### config.mk
export PLATFORM = sky130hd
export DESIGN_NAME = xoe_core
export DESIGN_NICKNAME = d
export VERILOG_FILES = /design/src/rtl/xoe_pkg.sv /design/src/rtl/xoe_phase_gen.sv /design/src/rtl/xoe_core.sv
export SDC_FILE = /design/constraint.sdc
export NUM_CORES = 1
export LEC_CHECK = 0
export ABC_CLOCK_PERIOD_IN_PS = 4100
export BUFFER_PORTS_ARGS = -buffer_cell sky130_fd_sc_hd__buf_2
export CAP_MARGIN = 20
export CORE_AREA = 2 2 113 115
export CTS_CLUSTER_DIAMETER = 60
export DETAILED_ROUTE_END_ITERATION = 8
export DIE_AREA = 0 0 115 117
export PLACE_DENSITY = 0.77
export SLEW_MARGIN = 20
export SYNTH_ARGS = -nofsm -noshare
export SYNTH_HDL_FRONTEND = slang
export SYNTH_SLANG_ARGS = --single-unit
export TNS_END_PERCENT = 30
### constraint.sdc
create_clock -name ref_clk -period 4.1 [get_ports ref_clk]
set_input_delay 1.23 -clock ref_clk [delete_from_list [all_inputs] [get_ports ref_clk]]
set_output_delay 1.23 -clock ref_clk [all_outputs]
set_load 0.1 [all_outputs]
### src/rtl/xoe_pkg.sv
// Package: opcodes, phases and constants for the xor and extension decoder
package xoe_pkg;
	localparam int          XOE_DW            = 8;
	localparam int          XOE_IW            = 16;
	localparam int          XOE_PW            = 12;
	localparam logic [7:0]  XOE_OPC_XORLIT    = 8'h0a;
	localparam logic [5:0]  XOE_OPC_XORFILE   = 6'h06;
	localparam logic [7:0]  XOE_OPC_ADDPTR    = 8'he8;
	localparam logic [7:0]  XOE_OPC_SUBPTR    = 8'he9;
	localparam logic [7:0]  XOE_OPC_PUSHLIT   = 8'hea;
	localparam logic [7:0]  XOE_OPC_MOVSX     = 8'heb;
	localparam logic [15:0] XOE_OPC_CALLW     = 16'h0014;
	localparam logic [7:0]  XOE_ILO_MAX       = 8'h5f;
	localparam logic [7:0]  XOE_ACC_HI_BASE   = 8'h60;
	localparam logic [3:0]  XOE_ACC_HI_BANK   = 4'hf;
	localparam logic [1:0]  XOE_PTR_TWO       = 2'h2;
	localparam logic [1:0]  XOE_PTR_RET       = 2'h3;
	localparam int          XOE_BIT_DEST      = 9;
	localparam int          XOE_BIT_ACC       = 8;
	localparam int          XOE_NUM_PTR       = 3;
	localparam logic [7:0]  XOE_W_RST         = 8'h00;
	localparam logic [11:0] XOE_PTR_RST       = 12'h000;
	typedef enum logic [1:0] {
		XOE_Q1,
		XOE_Q2,
		XOE_Q3,
		XOE_Q4
	} xoe_phase_e;
endpackage

### src/rtl/xoe_phase_gen.sv
// Four-phase instruction cycle generator
`timescale 1ns/1ps
module xoe_phase_gen
	import xoe_pkg::*;
(
	input  wire logic        ref_clk,
	input  wire logic        rstn,
	output xoe_pkg::xoe_phase_e phase,
	output logic             cyc_end
);
	xoe_phase_e phase_q;
	xoe_phase_e phase_d;

	always_comb begin
		case (phase_q)
			XOE_Q1:  phase_d = XOE_Q2;
			XOE_Q2:  phase_d = XOE_Q3;
			XOE_Q3:  phase_d = XOE_Q4;
			default: phase_d = XOE_Q1;
		endcase
	end

	always_ff @(posedge ref_clk or negedge rstn) begin
		if (!rstn) begin
			phase_q <= XOE_Q1;
		end else begin
			phase_q <= phase_d;
		end
	end

	assign phase   = phase_q;
	assign cyc_end = (phase_q == XOE_Q4);
endmodule

### src/rtl/xoe_core.sv
// Decode and execute of the xor instructions and the extended-set gate
//
// The register offsets and strobed register access are this design's own decisions.
`timescale 1ns/1ps
//////////////////////////////////////////////////////////////////////////////
module xoe_core
	import xoe_pkg::*;
#(
	parameter int DW = XOE_DW,
	parameter int PW = XOE_PW
)(
	input  wire logic          ref_clk,
	input  wire logic          rstn,
	input  wire logic [15:0]   instr_word,
	input  wire logic          instr_valid,
	input  wire logic          extended_set_config_bit,
	input  wire logic [3:0]    bank_select_reg,
	input  wire logic [DW-1:0] mem_rdata,
	output logic [PW-1:0]      mem_addr,
	output logic [DW-1:0]      mem_wdata,
	output logic               mem_rd,
	output logic               mem_wr,
	output logic [DW-1:0]      working_register,
	output logic               negative_flag,
	output logic               zero_flag,
	output logic [PW-1:0]      pointer_zero,
	output logic [PW-1:0]      pointer_one,
	output logic [PW-1:0]      pointer_two,
	output logic               return_req,
	output logic               ext_active,
	output logic               illegal_op,
	output xoe_pkg::xoe_phase_e phase
);
	// Elaboration checks: byte datapath, 12 address bits for bank and offset
	if (DW != 8) begin
		$error("xoe_core: data width must be 8");
	end
	if (PW < 12) begin
		$error("xoe_core: address width below 12");
	end

	logic cyc_end;

	xoe_phase_gen u_phase (
		.ref_clk (ref_clk),
		.rstn    (rstn),
		.phase   (phase),
		.cyc_end (cyc_end)
	);

	//////////////////////////////////////////////////////////////////////////
	// Extension gate, caught once after reset release
	logic ext_q;
	logic ext_d;
	logic ext_seen_q;
	logic ext_seen_d;

	always_comb begin
		ext_d      = ext_q;
		ext_seen_d = 1'b1;
		if (!ext_seen_q) begin
			ext_d = extended_set_config_bit;
		end
	end

	always_ff @(posedge ref_clk or negedge rstn) begin
		if (!rstn) begin
			ext_q      <= 1'b0;
			ext_seen_q <= 1'b0;
		end else begin
			ext_q      <= ext_d;
			ext_seen_q <= ext_seen_d;
		end
	end

	assign ext_active = ext_q;

	//////////////////////////////////////////////////////////////////////////
	// Decode, latched in Q1 so the word may change during the cycle
	logic [15:0] ir_q;
	logic [15:0] ir_d;
	logic        irv_q;
	logic        irv_d;

	always_comb begin
		ir_d  = ir_q;
		irv_d = irv_q;
		if (phase == XOE_Q1) begin
			ir_d  = instr_word;
			irv_d = instr_valid;
		end
	end

	always_ff @(posedge ref_clk or negedge rstn) begin
		if (!rstn) begin
			ir_q  <= 16'h0000;
			irv_q <= 1'b0;
		end else begin
			ir_q  <= ir_d;
			irv_q <= irv_d;
		end
	end

	// Fields are common to every opcode family
	logic [7:0] f_lit8;
	logic [5:0] f_lit6;
	logic [1:0] f_ptr;
	logic       f_dest;
	logic       f_acc;
	assign f_lit8 = ir_q[7:0];
	assign f_lit6 = ir_q[5:0];
	assign f_ptr  = ir_q[7:6];
	assign f_dest = ir_q[XOE_BIT_DEST];
	assign f_acc  = ir_q[XOE_BIT_ACC];

	logic is_xlit;
	logic is_xfile;
	logic is_add;
	logic is_sub;
	logic is_push;
	logic is_movs;
	logic is_callw;
	assign is_xlit  = irv_q && (ir_q[15:8] == XOE_OPC_XORLIT);
	assign is_xfile = irv_q && (ir_q[15:10] == XOE_OPC_XORFILE);
	assign is_add   = irv_q && ext_q && (ir_q[15:8] == XOE_OPC_ADDPTR);
	assign is_sub   = irv_q && ext_q && (ir_q[15:8] == XOE_OPC_SUBPTR);
	assign is_push  = irv_q && ext_q && (ir_q[15:8] == XOE_OPC_PUSHLIT);
	assign is_movs  = irv_q && ext_q && (ir_q[15:8] == XOE_OPC_MOVSX);
	assign is_callw = irv_q && ext_q && (ir_q == XOE_OPC_CALLW);

	// Extended opcodes with the set off are refused, not run as something else
	// Refusal only raises the flag; every extended execute path is gated by ext_q
	logic ext_pat;
	assign ext_pat = irv_q && ((ir_q[15:10] == 6'h3a) ||
		(ir_q == XOE_OPC_CALLW));
	assign illegal_op = ext_pat && !ext_q;

	//////////////////////////////////////////////////////////////////////////
	// Operand address resolution
	logic [PW-1:0] ptr_q [XOE_NUM_PTR];
	logic [PW-1:0] ptr_d [XOE_NUM_PTR];
	logic [PW-1:0] f_addr;

	always_comb begin
		if (f_acc) begin
			f_addr = PW'({bank_select_reg, f_lit8});
		end else if (ext_q && f_lit8 <= XOE_ILO_MAX) begin
			// Offset from pointer two, so stack frames need no bank switching
			f_addr = ptr_q[XOE_PTR_TWO] +
				PW'(f_lit8);
		end else if (f_lit8 >= XOE_ACC_HI_BASE) begin
			// Upper access half reaches the special function bank
			f_addr = PW'({XOE_ACC_HI_BANK, f_lit8});
		end else begin
			// Lower access half is the start of bank zero
			f_addr = PW'(f_lit8);
		end
	end

	//////////////////////////////////////////////////////////////////////////
	// Pointer arithmetic shared by the add and subtract forms; the two
	// return forms always land on pointer two whatever the field says
	logic [1:0]    ptr_idx;
	logic [PW-1:0] ptr_base;
	logic [PW-1:0] ptr_step;
	logic [PW-1:0] ptr_next;

	always_comb begin
		ptr_idx  = (f_ptr == XOE_PTR_RET) ? XOE_PTR_TWO : f_ptr;
		ptr_base = ptr_q[ptr_idx];
		ptr_step = PW'(f_lit6);
		if (is_sub) begin
			ptr_next = ptr_base - ptr_step;
		end else begin
			ptr_next = ptr_base + ptr_step;
		end
	end

	//////////////////////////////////////////////////////////////////////////
	// Execute: read in Q2, process in Q3, write in Q4
	logic [DW-1:0] w_q;
	logic [DW-1:0] w_d;
	logic [DW-1:0] opnd_q;
	logic [DW-1:0] opnd_d;
	logic [DW-1:0] res_q;
	logic [DW-1:0] res_d;
	logic          n_q;
	logic          n_d;
	logic          z_q;
	logic          z_d;
	logic          ret_q;
	logic          ret_d;

	always_comb begin
		opnd_d = opnd_q;
		res_d  = res_q;
		w_d    = w_q;
		n_d    = n_q;
		z_d    = z_q;
		ret_d  = 1'b0;
		for (int i = 0; i < XOE_NUM_PTR; i++) begin
			ptr_d[i] = ptr_q[i];
		end
		case (phase)
			XOE_Q2: begin
				if (is_xlit) begin
					opnd_d = f_lit8;
				end else if (is_xfile) begin
					opnd_d = mem_rdata;
				end
			end
			XOE_Q3: begin
				res_d = w_q ^ opnd_q;
			end
			XOE_Q4: begin
				if (is_xlit || is_xfile) begin
					n_d = res_q[DW-1];
					z_d = (res_q == '0);
				end
				if (is_xlit || (is_xfile && !f_dest)) begin
					w_d = res_q;
				end
				if (is_add || is_sub) begin
					ptr_d[ptr_idx] = ptr_next;
					ret_d = (f_ptr == XOE_PTR_RET);
				end
				if (is_push) begin
					ptr_d[XOE_PTR_TWO] = ptr_q[XOE_PTR_TWO] - PW'(1);
				end
			end
			default: begin
			end
		endcase
	end

	always_ff @(posedge ref_clk or negedge rstn) begin
		if (!rstn) begin
			w_q    <= XOE_W_RST;
			opnd_q <= '0;
			res_q  <= '0;
			n_q    <= 1'b0;
			z_q    <= 1'b0;
			ret_q  <= 1'b0;
			for (int i = 0; i < XOE_NUM_PTR; i++) begin
				ptr_q[i] <= XOE_PTR_RST;
			end
		end else begin
			w_q    <= w_d;
			opnd_q <= opnd_d;
			res_q  <= res_d;
			n_q    <= n_d;
			z_q    <= z_d;
			ret_q  <= ret_d;
			for (int i = 0; i < XOE_NUM_PTR; i++) begin
				ptr_q[i] <= ptr_d[i];
			end
		end
	end

	//////////////////////////////////////////////////////////////////////////
	// Data memory strobes; push writes its literal at pointer two
	// Xor write data is the registered result, steady through all of Q4
	always_comb begin
		mem_rd    = 1'b0;
		mem_wr    = 1'b0;
		mem_addr  = f_addr;
		mem_wdata = res_q;
		if (is_push) begin
			mem_addr  = ptr_q[XOE_PTR_TWO];
			mem_wdata = f_lit8;
			mem_wr    = (phase == XOE_Q4);
		end else if (is_xfile) begin
			mem_rd = (phase == XOE_Q2);
			mem_wr = (phase == XOE_Q4) && f_dest;
		end
	end

	//////////////////////////////////////////////////////////////////////////
	// Outputs straight from flip-flops
	assign working_register = w_q;
	assign negative_flag    = n_q;
	assign zero_flag        = z_q;
	assign pointer_zero     = ptr_q[0];
	assign pointer_one      = ptr_q[1];
	assign pointer_two      = ptr_q[XOE_PTR_TWO];
	// Return pulses one clock after Q4; the fetch stage pops its stack
	assign return_req       = ret_q;
	// Two-word moves and indirect call are decoded but run by the fetch stage
	logic unused_ok;
	assign unused_ok = is_movs ^ is_callw ^ cyc_end;
endmodule

; After elaboration in Yosys (flattened, before gate mapping)
; Cells that the tools add are included.
[word_totals]
output_inout_bits = 73
register_bits = 84
[op_classes]
addsub = 4
bitwise_logic = 2
order_cmp = 4
muxes = 24
n_reduce_logical = 27
n_eq_ne = 11
[ops]
columns = operator, count
row1 = $mux W12, 10
row2 = $bwmux W36, 1
row3 = $bmux W12 S2, 1
row4 = $demux W12 S2, 1
row5 = $eq A8 B8 Y1 const B, 3
row6 = $mux W8, 3
row7 = $eq A16 B5 Y1 const B, 1
row8 = $add A12 B6 Y12, 1
row9 = $add A12 B8 Y12, 1
row10 = $logic_and A1 B1 Y1, 12
row11 = $sub A12 B1 Y12 const B, 1
row12 = $sub A12 B6 Y12, 1
row13 = $reduce_and A2 Y1, 5
row14 = $eq A8 B4 Y1 const B, 1
row15 = $ge A8 B7 Y1 const B, 1
row16 = $le A8 B7 Y1 const B, 1
row17 = $logic_not A8 Y1, 1
row18 = $xor A8 B8 Y8, 1
row19 = $eq A2 B2 Y1 const B, 3
row20 = $eq A6 B3 Y1 const B, 1
row21 = $eq A6 B6 Y1 const B, 1
row22 = $mux W1, 6
row23 = $pmux W2 S3, 1
row24 = $logic_or A1 B1 Y1, 4
row25 = 8 further kinds, 10

; Depth between registers and ports, before layout
[logic_depth]
ltp_word = 11
depth_mapped = 13
ltp_nobuf = 12

; By module
; A second synthesis with hierarchy kept.
[hier_totals]
cells_unflattened = 597
area_unflattened_um2 = 5392.7
[modules_own_cells]
columns = module, instances, cells_per_inst, area_each_um2
row1 = xoe_core, 1, 588, 5275.1
row2 = xoe_phase_gen, 1, 9, 117.6

; Worst setup path before layout
; No wires, ideal clock.
[synth_timing]
path_type = reg2out
start = register ptr_q (netlist bit pointer_two[1])
end = output mem_addr[7]
stages_incl_launch_ff = 8
setup_slack_ns = -3.009
t_arrival_ns = 5.879
path_buffers = 0
path_cell_list = dfrtp_1 > ha_1 > a21o_1 > a21o_1 > a2111o_1 > a21oi_1 > xor2_1 > o311ai_0
[synth_via]
elab_chain_len = 4
[synth_lines]
columns = item, line_no
row1 = "start, declared", xoe_core.sv:140  ; logic [PW-1:0] ptr_q [XOE_NUM_PTR];
row2 = "start signal, assigned by index", xoe_core.sv:255  ; ptr_q[i] <= ptr_d[i];
row3 = $add A12 B8 Y12, xoe_core.sv:149  ; f_addr = ptr_q[XOE_PTR_TWO] +
row4 = $mux W12, xoe_core.sv:147  ; end else if (ext_q && f_lit8 <= XOE_ILO_MAX) begin
row5 = $mux W12, xoe_core.sv:145  ; if (f_acc) begin
row6 = $mux W12, xoe_core.sv:268  ; if (is_push) begin
row7 = "end, declared", xoe_core.sv:19  ; output logic [PW-1:0] mem_addr,
; Every way passes these cells.

; Final worst setup path
; Ends and elaborated chain as after synthesis.

==> flow_summary.toml <==
[routing]
avgViaCountPerCell = 5.75
drt_pre_antenna_iters = 5
first_iter_violations = 413
post-route-drc-count = 0
ant_nets = 0
num_vias = 4871
routedWlPerCell_um = 18.0
postRouteWirelength_um = 15300

[cts]
clock_sinks = 84
clock_latency_ns = 0.35
maximum_number_of_buffers_from_clock_root_to_sink = 2
tritoncts = "done"
cts.htree.levels = 3
cts_inserted_buffers = 9
cts-root-buf = "clkbuf_16"
cts.clk_slew.worst_paths_ns = 0.07
postCtsHoldBufs = 0

[sta]
max_freq_mhz = 245
setup_repair_after_global_routing_missed_its_margin = "true"
period_minus_slack_ns = 4.08
worstMarginPinSlew_ns = 0.962
timing.final.crit_share = 0.995
final-setup-viol-count = 0
final-hold-violation-count = 0
skew_ns = 0.0110
max_slew_margin = 0.354
slew_violations = 0

[synthesis]
ys_types = 66
synthMostInstantiatedCell = "dfrtp_1"
synth_area_mm2 = 0.00543
synth.cells.most_frequent = "dfrtp_1 (84), nand2_1 (81), o21ai_0 (58), nor2_1 (40), a21oi_1 (38)"
yosysTopAreaCell = "dfrtp_1"
number_of_standard_cells_after_synthesis = 593
syn_nets = 652
ys.warnings.count = 0
yosys_reg_bits = 84
main_flop_type_after_synthesis = "dfrtp_1"
synth.yosys.seq_area_share = 0.387
synth_enable_flop_cells = 0
synth_top_area_frac = 0.387
synthArstFlopShare = 1.00
ys_top_cells_by_area = "dfrtp_1 (39%), mux2_2 (6.4%), ha_1 (5.8%), nand2_1 (5.6%), o21ai_0 (5.3%)"
post_synth.cell_area_avg_um2 = 9.16

[floorplanning]
core.rowCount = 41
die_area_mm2 = 0.0135
start_util = 0.441
placeableCoreArea_mm2 = 0.0123
io_pins = 105
dieHeight_um = 117
die_w_um = 115

[setup_path]
critPathKind = "reg2out"
cp.arrival_ns = 2.85
cp-end-kind = "output port"
start_kind = "flop"
worst_ep_required_ns = 2.87
cp_max_fo = 7

[power]
power.switching_fraction = 0.351
sequentialPowerShare = 0.409
peakVddDrop_mv = 0.135
static-leakage-power_nw = 3.25
power_density_mw_per_mm2 = 326
sw_pwr_w = 0.000773
power.share.combinational = 0.231
finalPower_w = 0.00220
power.internal_w = 0.00143
share_clk_of_total_power = 0.360

[grt]
antenna_violations_before_repair = 0
groute.usage.overall = 0.228
grt_pass1_vias = 4758
gr-total-overflow = 0
grt_max_degree = 67
grt_first_pass_wirelength_um = 24100

[layout]
layout-drive-gt1-share = 0.307
post_layout_nonfiller_instances = 847
postLayoutCoreUtil = 0.548
total_inserted_antenna_cells = 0
area_growth_syn_to_layout_pct = 24.2
design.final.nets = 751
layout.filler_cells = 1044

[run_status]
run_status = "completed"

[job]
max-cap-violations = 0

[worst_hold_path]
hold_path_class = "reg2reg"

[place]
detailed_place_hpwl_um = 11500
place.gp.congestion = 0.907
numPortBuffers = 104
dp.cells = 830
==> metrics by stage <==
stage | setup WS [ns] | cell area [um^2] | hold WS (ns) | setup TNS [ns]
2_1_floorplan | -0.501 | 5540 | 0.470 | -2.07
4_1_cts | 0.0180 | 6690 | 0.504 | 0
3_5_place_dp | 0.200 | 6390 | 0.490 | 0
6_report | 0.0198 | 6750 | 0.502 | 0
5_1_grt | -0.0483 | 6750 | 0.508 | -0.0842
3_3_place_gp | 0.311 | 6390 | 0.480 | 0
==> critical path, cell delays in order (launching register included) <==
cell,delay (ns)
dfrtp_4,0.52
ha_4,0.23
a21o_1,0.15
a21o_1,0.20
a2111o_1,0.52
a21oi_2,0.22
xor2_2,0.10
o311ai_4,0.35
buf_12,0.22
==> layer usage <==
layer	vias up	track usage	routed length [um]
li1	2325	-	-
met1	2344	0.304	6640
met2	170	0.371	7240
met3	32	0.0433	961
met4	0	0.0859	435
met5	-	0	0
==> layout make-up <==
cell class,count,area (um^2),share of cell area
multi-input combinational,457,3270,0.485
sequential,84,2110,0.313
timing repair buffer,122,821,0.122
clock buffer,9,225,0.0334
tap,150,188,0.0278
inverter,18,67.6,0.0100
clock inverter,7,61.3,0.00908
==> state kept, by name, indices dropped and copies added, names as in the netlist, 2 cells and up <==
name              flops
opnd_q                8
working_register      8
ir_q                 16
pointer_one          12
pointer_zero         12
u_phase.phase         2
res_q                 8
pointer_two          12
==> logic make-up (layout without fill, tap and decap cells) <==
group,count (synthesis),in the layout,synth area share
AND/OR/NAND/NOR,190,190,0.168
AO/OA/AOI/OAI,157,157,0.179
flip-flops,84,84,0.387
multiplexers,58,58,0.121
buffers and inverters,52,156,0.0405
adder cells (fa/ha/maj),27,27,0.0649
XOR/XNOR,24,24,0.0387
other,1,1,0.000690
==> timing repair <==
action	CTS	global route
pin swaps	3	6
setup endpoints to repair	4	5
buffers inserted	0	1
hold endpoints to repair	0	0
resized for setup	5	8
gates cloned	0	0
==> path summary, 6_finish.rpt <==
path,startpoint,to,slack [ns],cells after the start
setup reg to reg,ir_q[6]$_DFFE_PN0P_,pointer_two[8]$_DFFE_PN0P_,0.46,13
max in group asynchronous,rstn,zero_flag$_DFFE_PN0P_,2.41,2
hold reg to reg,ext_seen_q$_DFF_PN0_,ext_active$_DFFE_PN0N_,0.50,1
min in group asynchronous,rstn,pointer_two[11]$_DFFE_PN0P_,0.99,1
hold / removal,ext_seen_q$_DFF_PN0_,ext_active$_DFFE_PN0N_,0.50,1
setup / recovery,pointer_two[1]$_DFFE_PN0P_,mem_addr[7],0.02,8
==> power groups by stage <==
stage	logic [W]	registers [W]	clock network (W)
floorplan	0.000305	0.000967	0
global placement	0.000494	0.000912	0
detailed placement	0.000504	0.000914	0
CTS	0.000506	0.000899	0.000798
global route	0.000538	0.000905	0.000835
finish	0.000509	0.000901	0.000793
==> layout by cell type, fill, tap and decap left out, types with 4 or more instances in the layout <==
| cell | n |
|---|---|
| o21ai_1 | 5 |
| inv_1 | 18 |
| xor2_1 | 4 |
| a21oi_1 | 35 |
| a31oi_1 | 5 |
| nand2b_1 | 4 |
| buf_4 | 18 |
| dfrtp_2 | 4 |
| buf_12 | 11 |
| clkbuf_16 | 9 |
| nor2b_1 | 9 |
| nand4_1 | 4 |
| o21ai_0 | 52 |
| dfrtp_1 | 78 |
| a21o_1 | 5 |
| mux2i_1 | 19 |
| a21oi_2 | 4 |
| nand3_1 | 6 |
| a211oi_1 | 5 |
| nor4_1 | 6 |
| mux2_2 | 31 |
| xnor2_1 | 19 |
| o31ai_1 | 4 |
| buf_2 | 93 |
| nand2_1 | 81 |
| mux2_4 | 8 |
| o21a_1 | 4 |
| or3_1 | 7 |
| ha_1 | 22 |
| nor2_1 | 39 |
| nor3_1 | 12 |
Power figures use the tool's default switching activity.
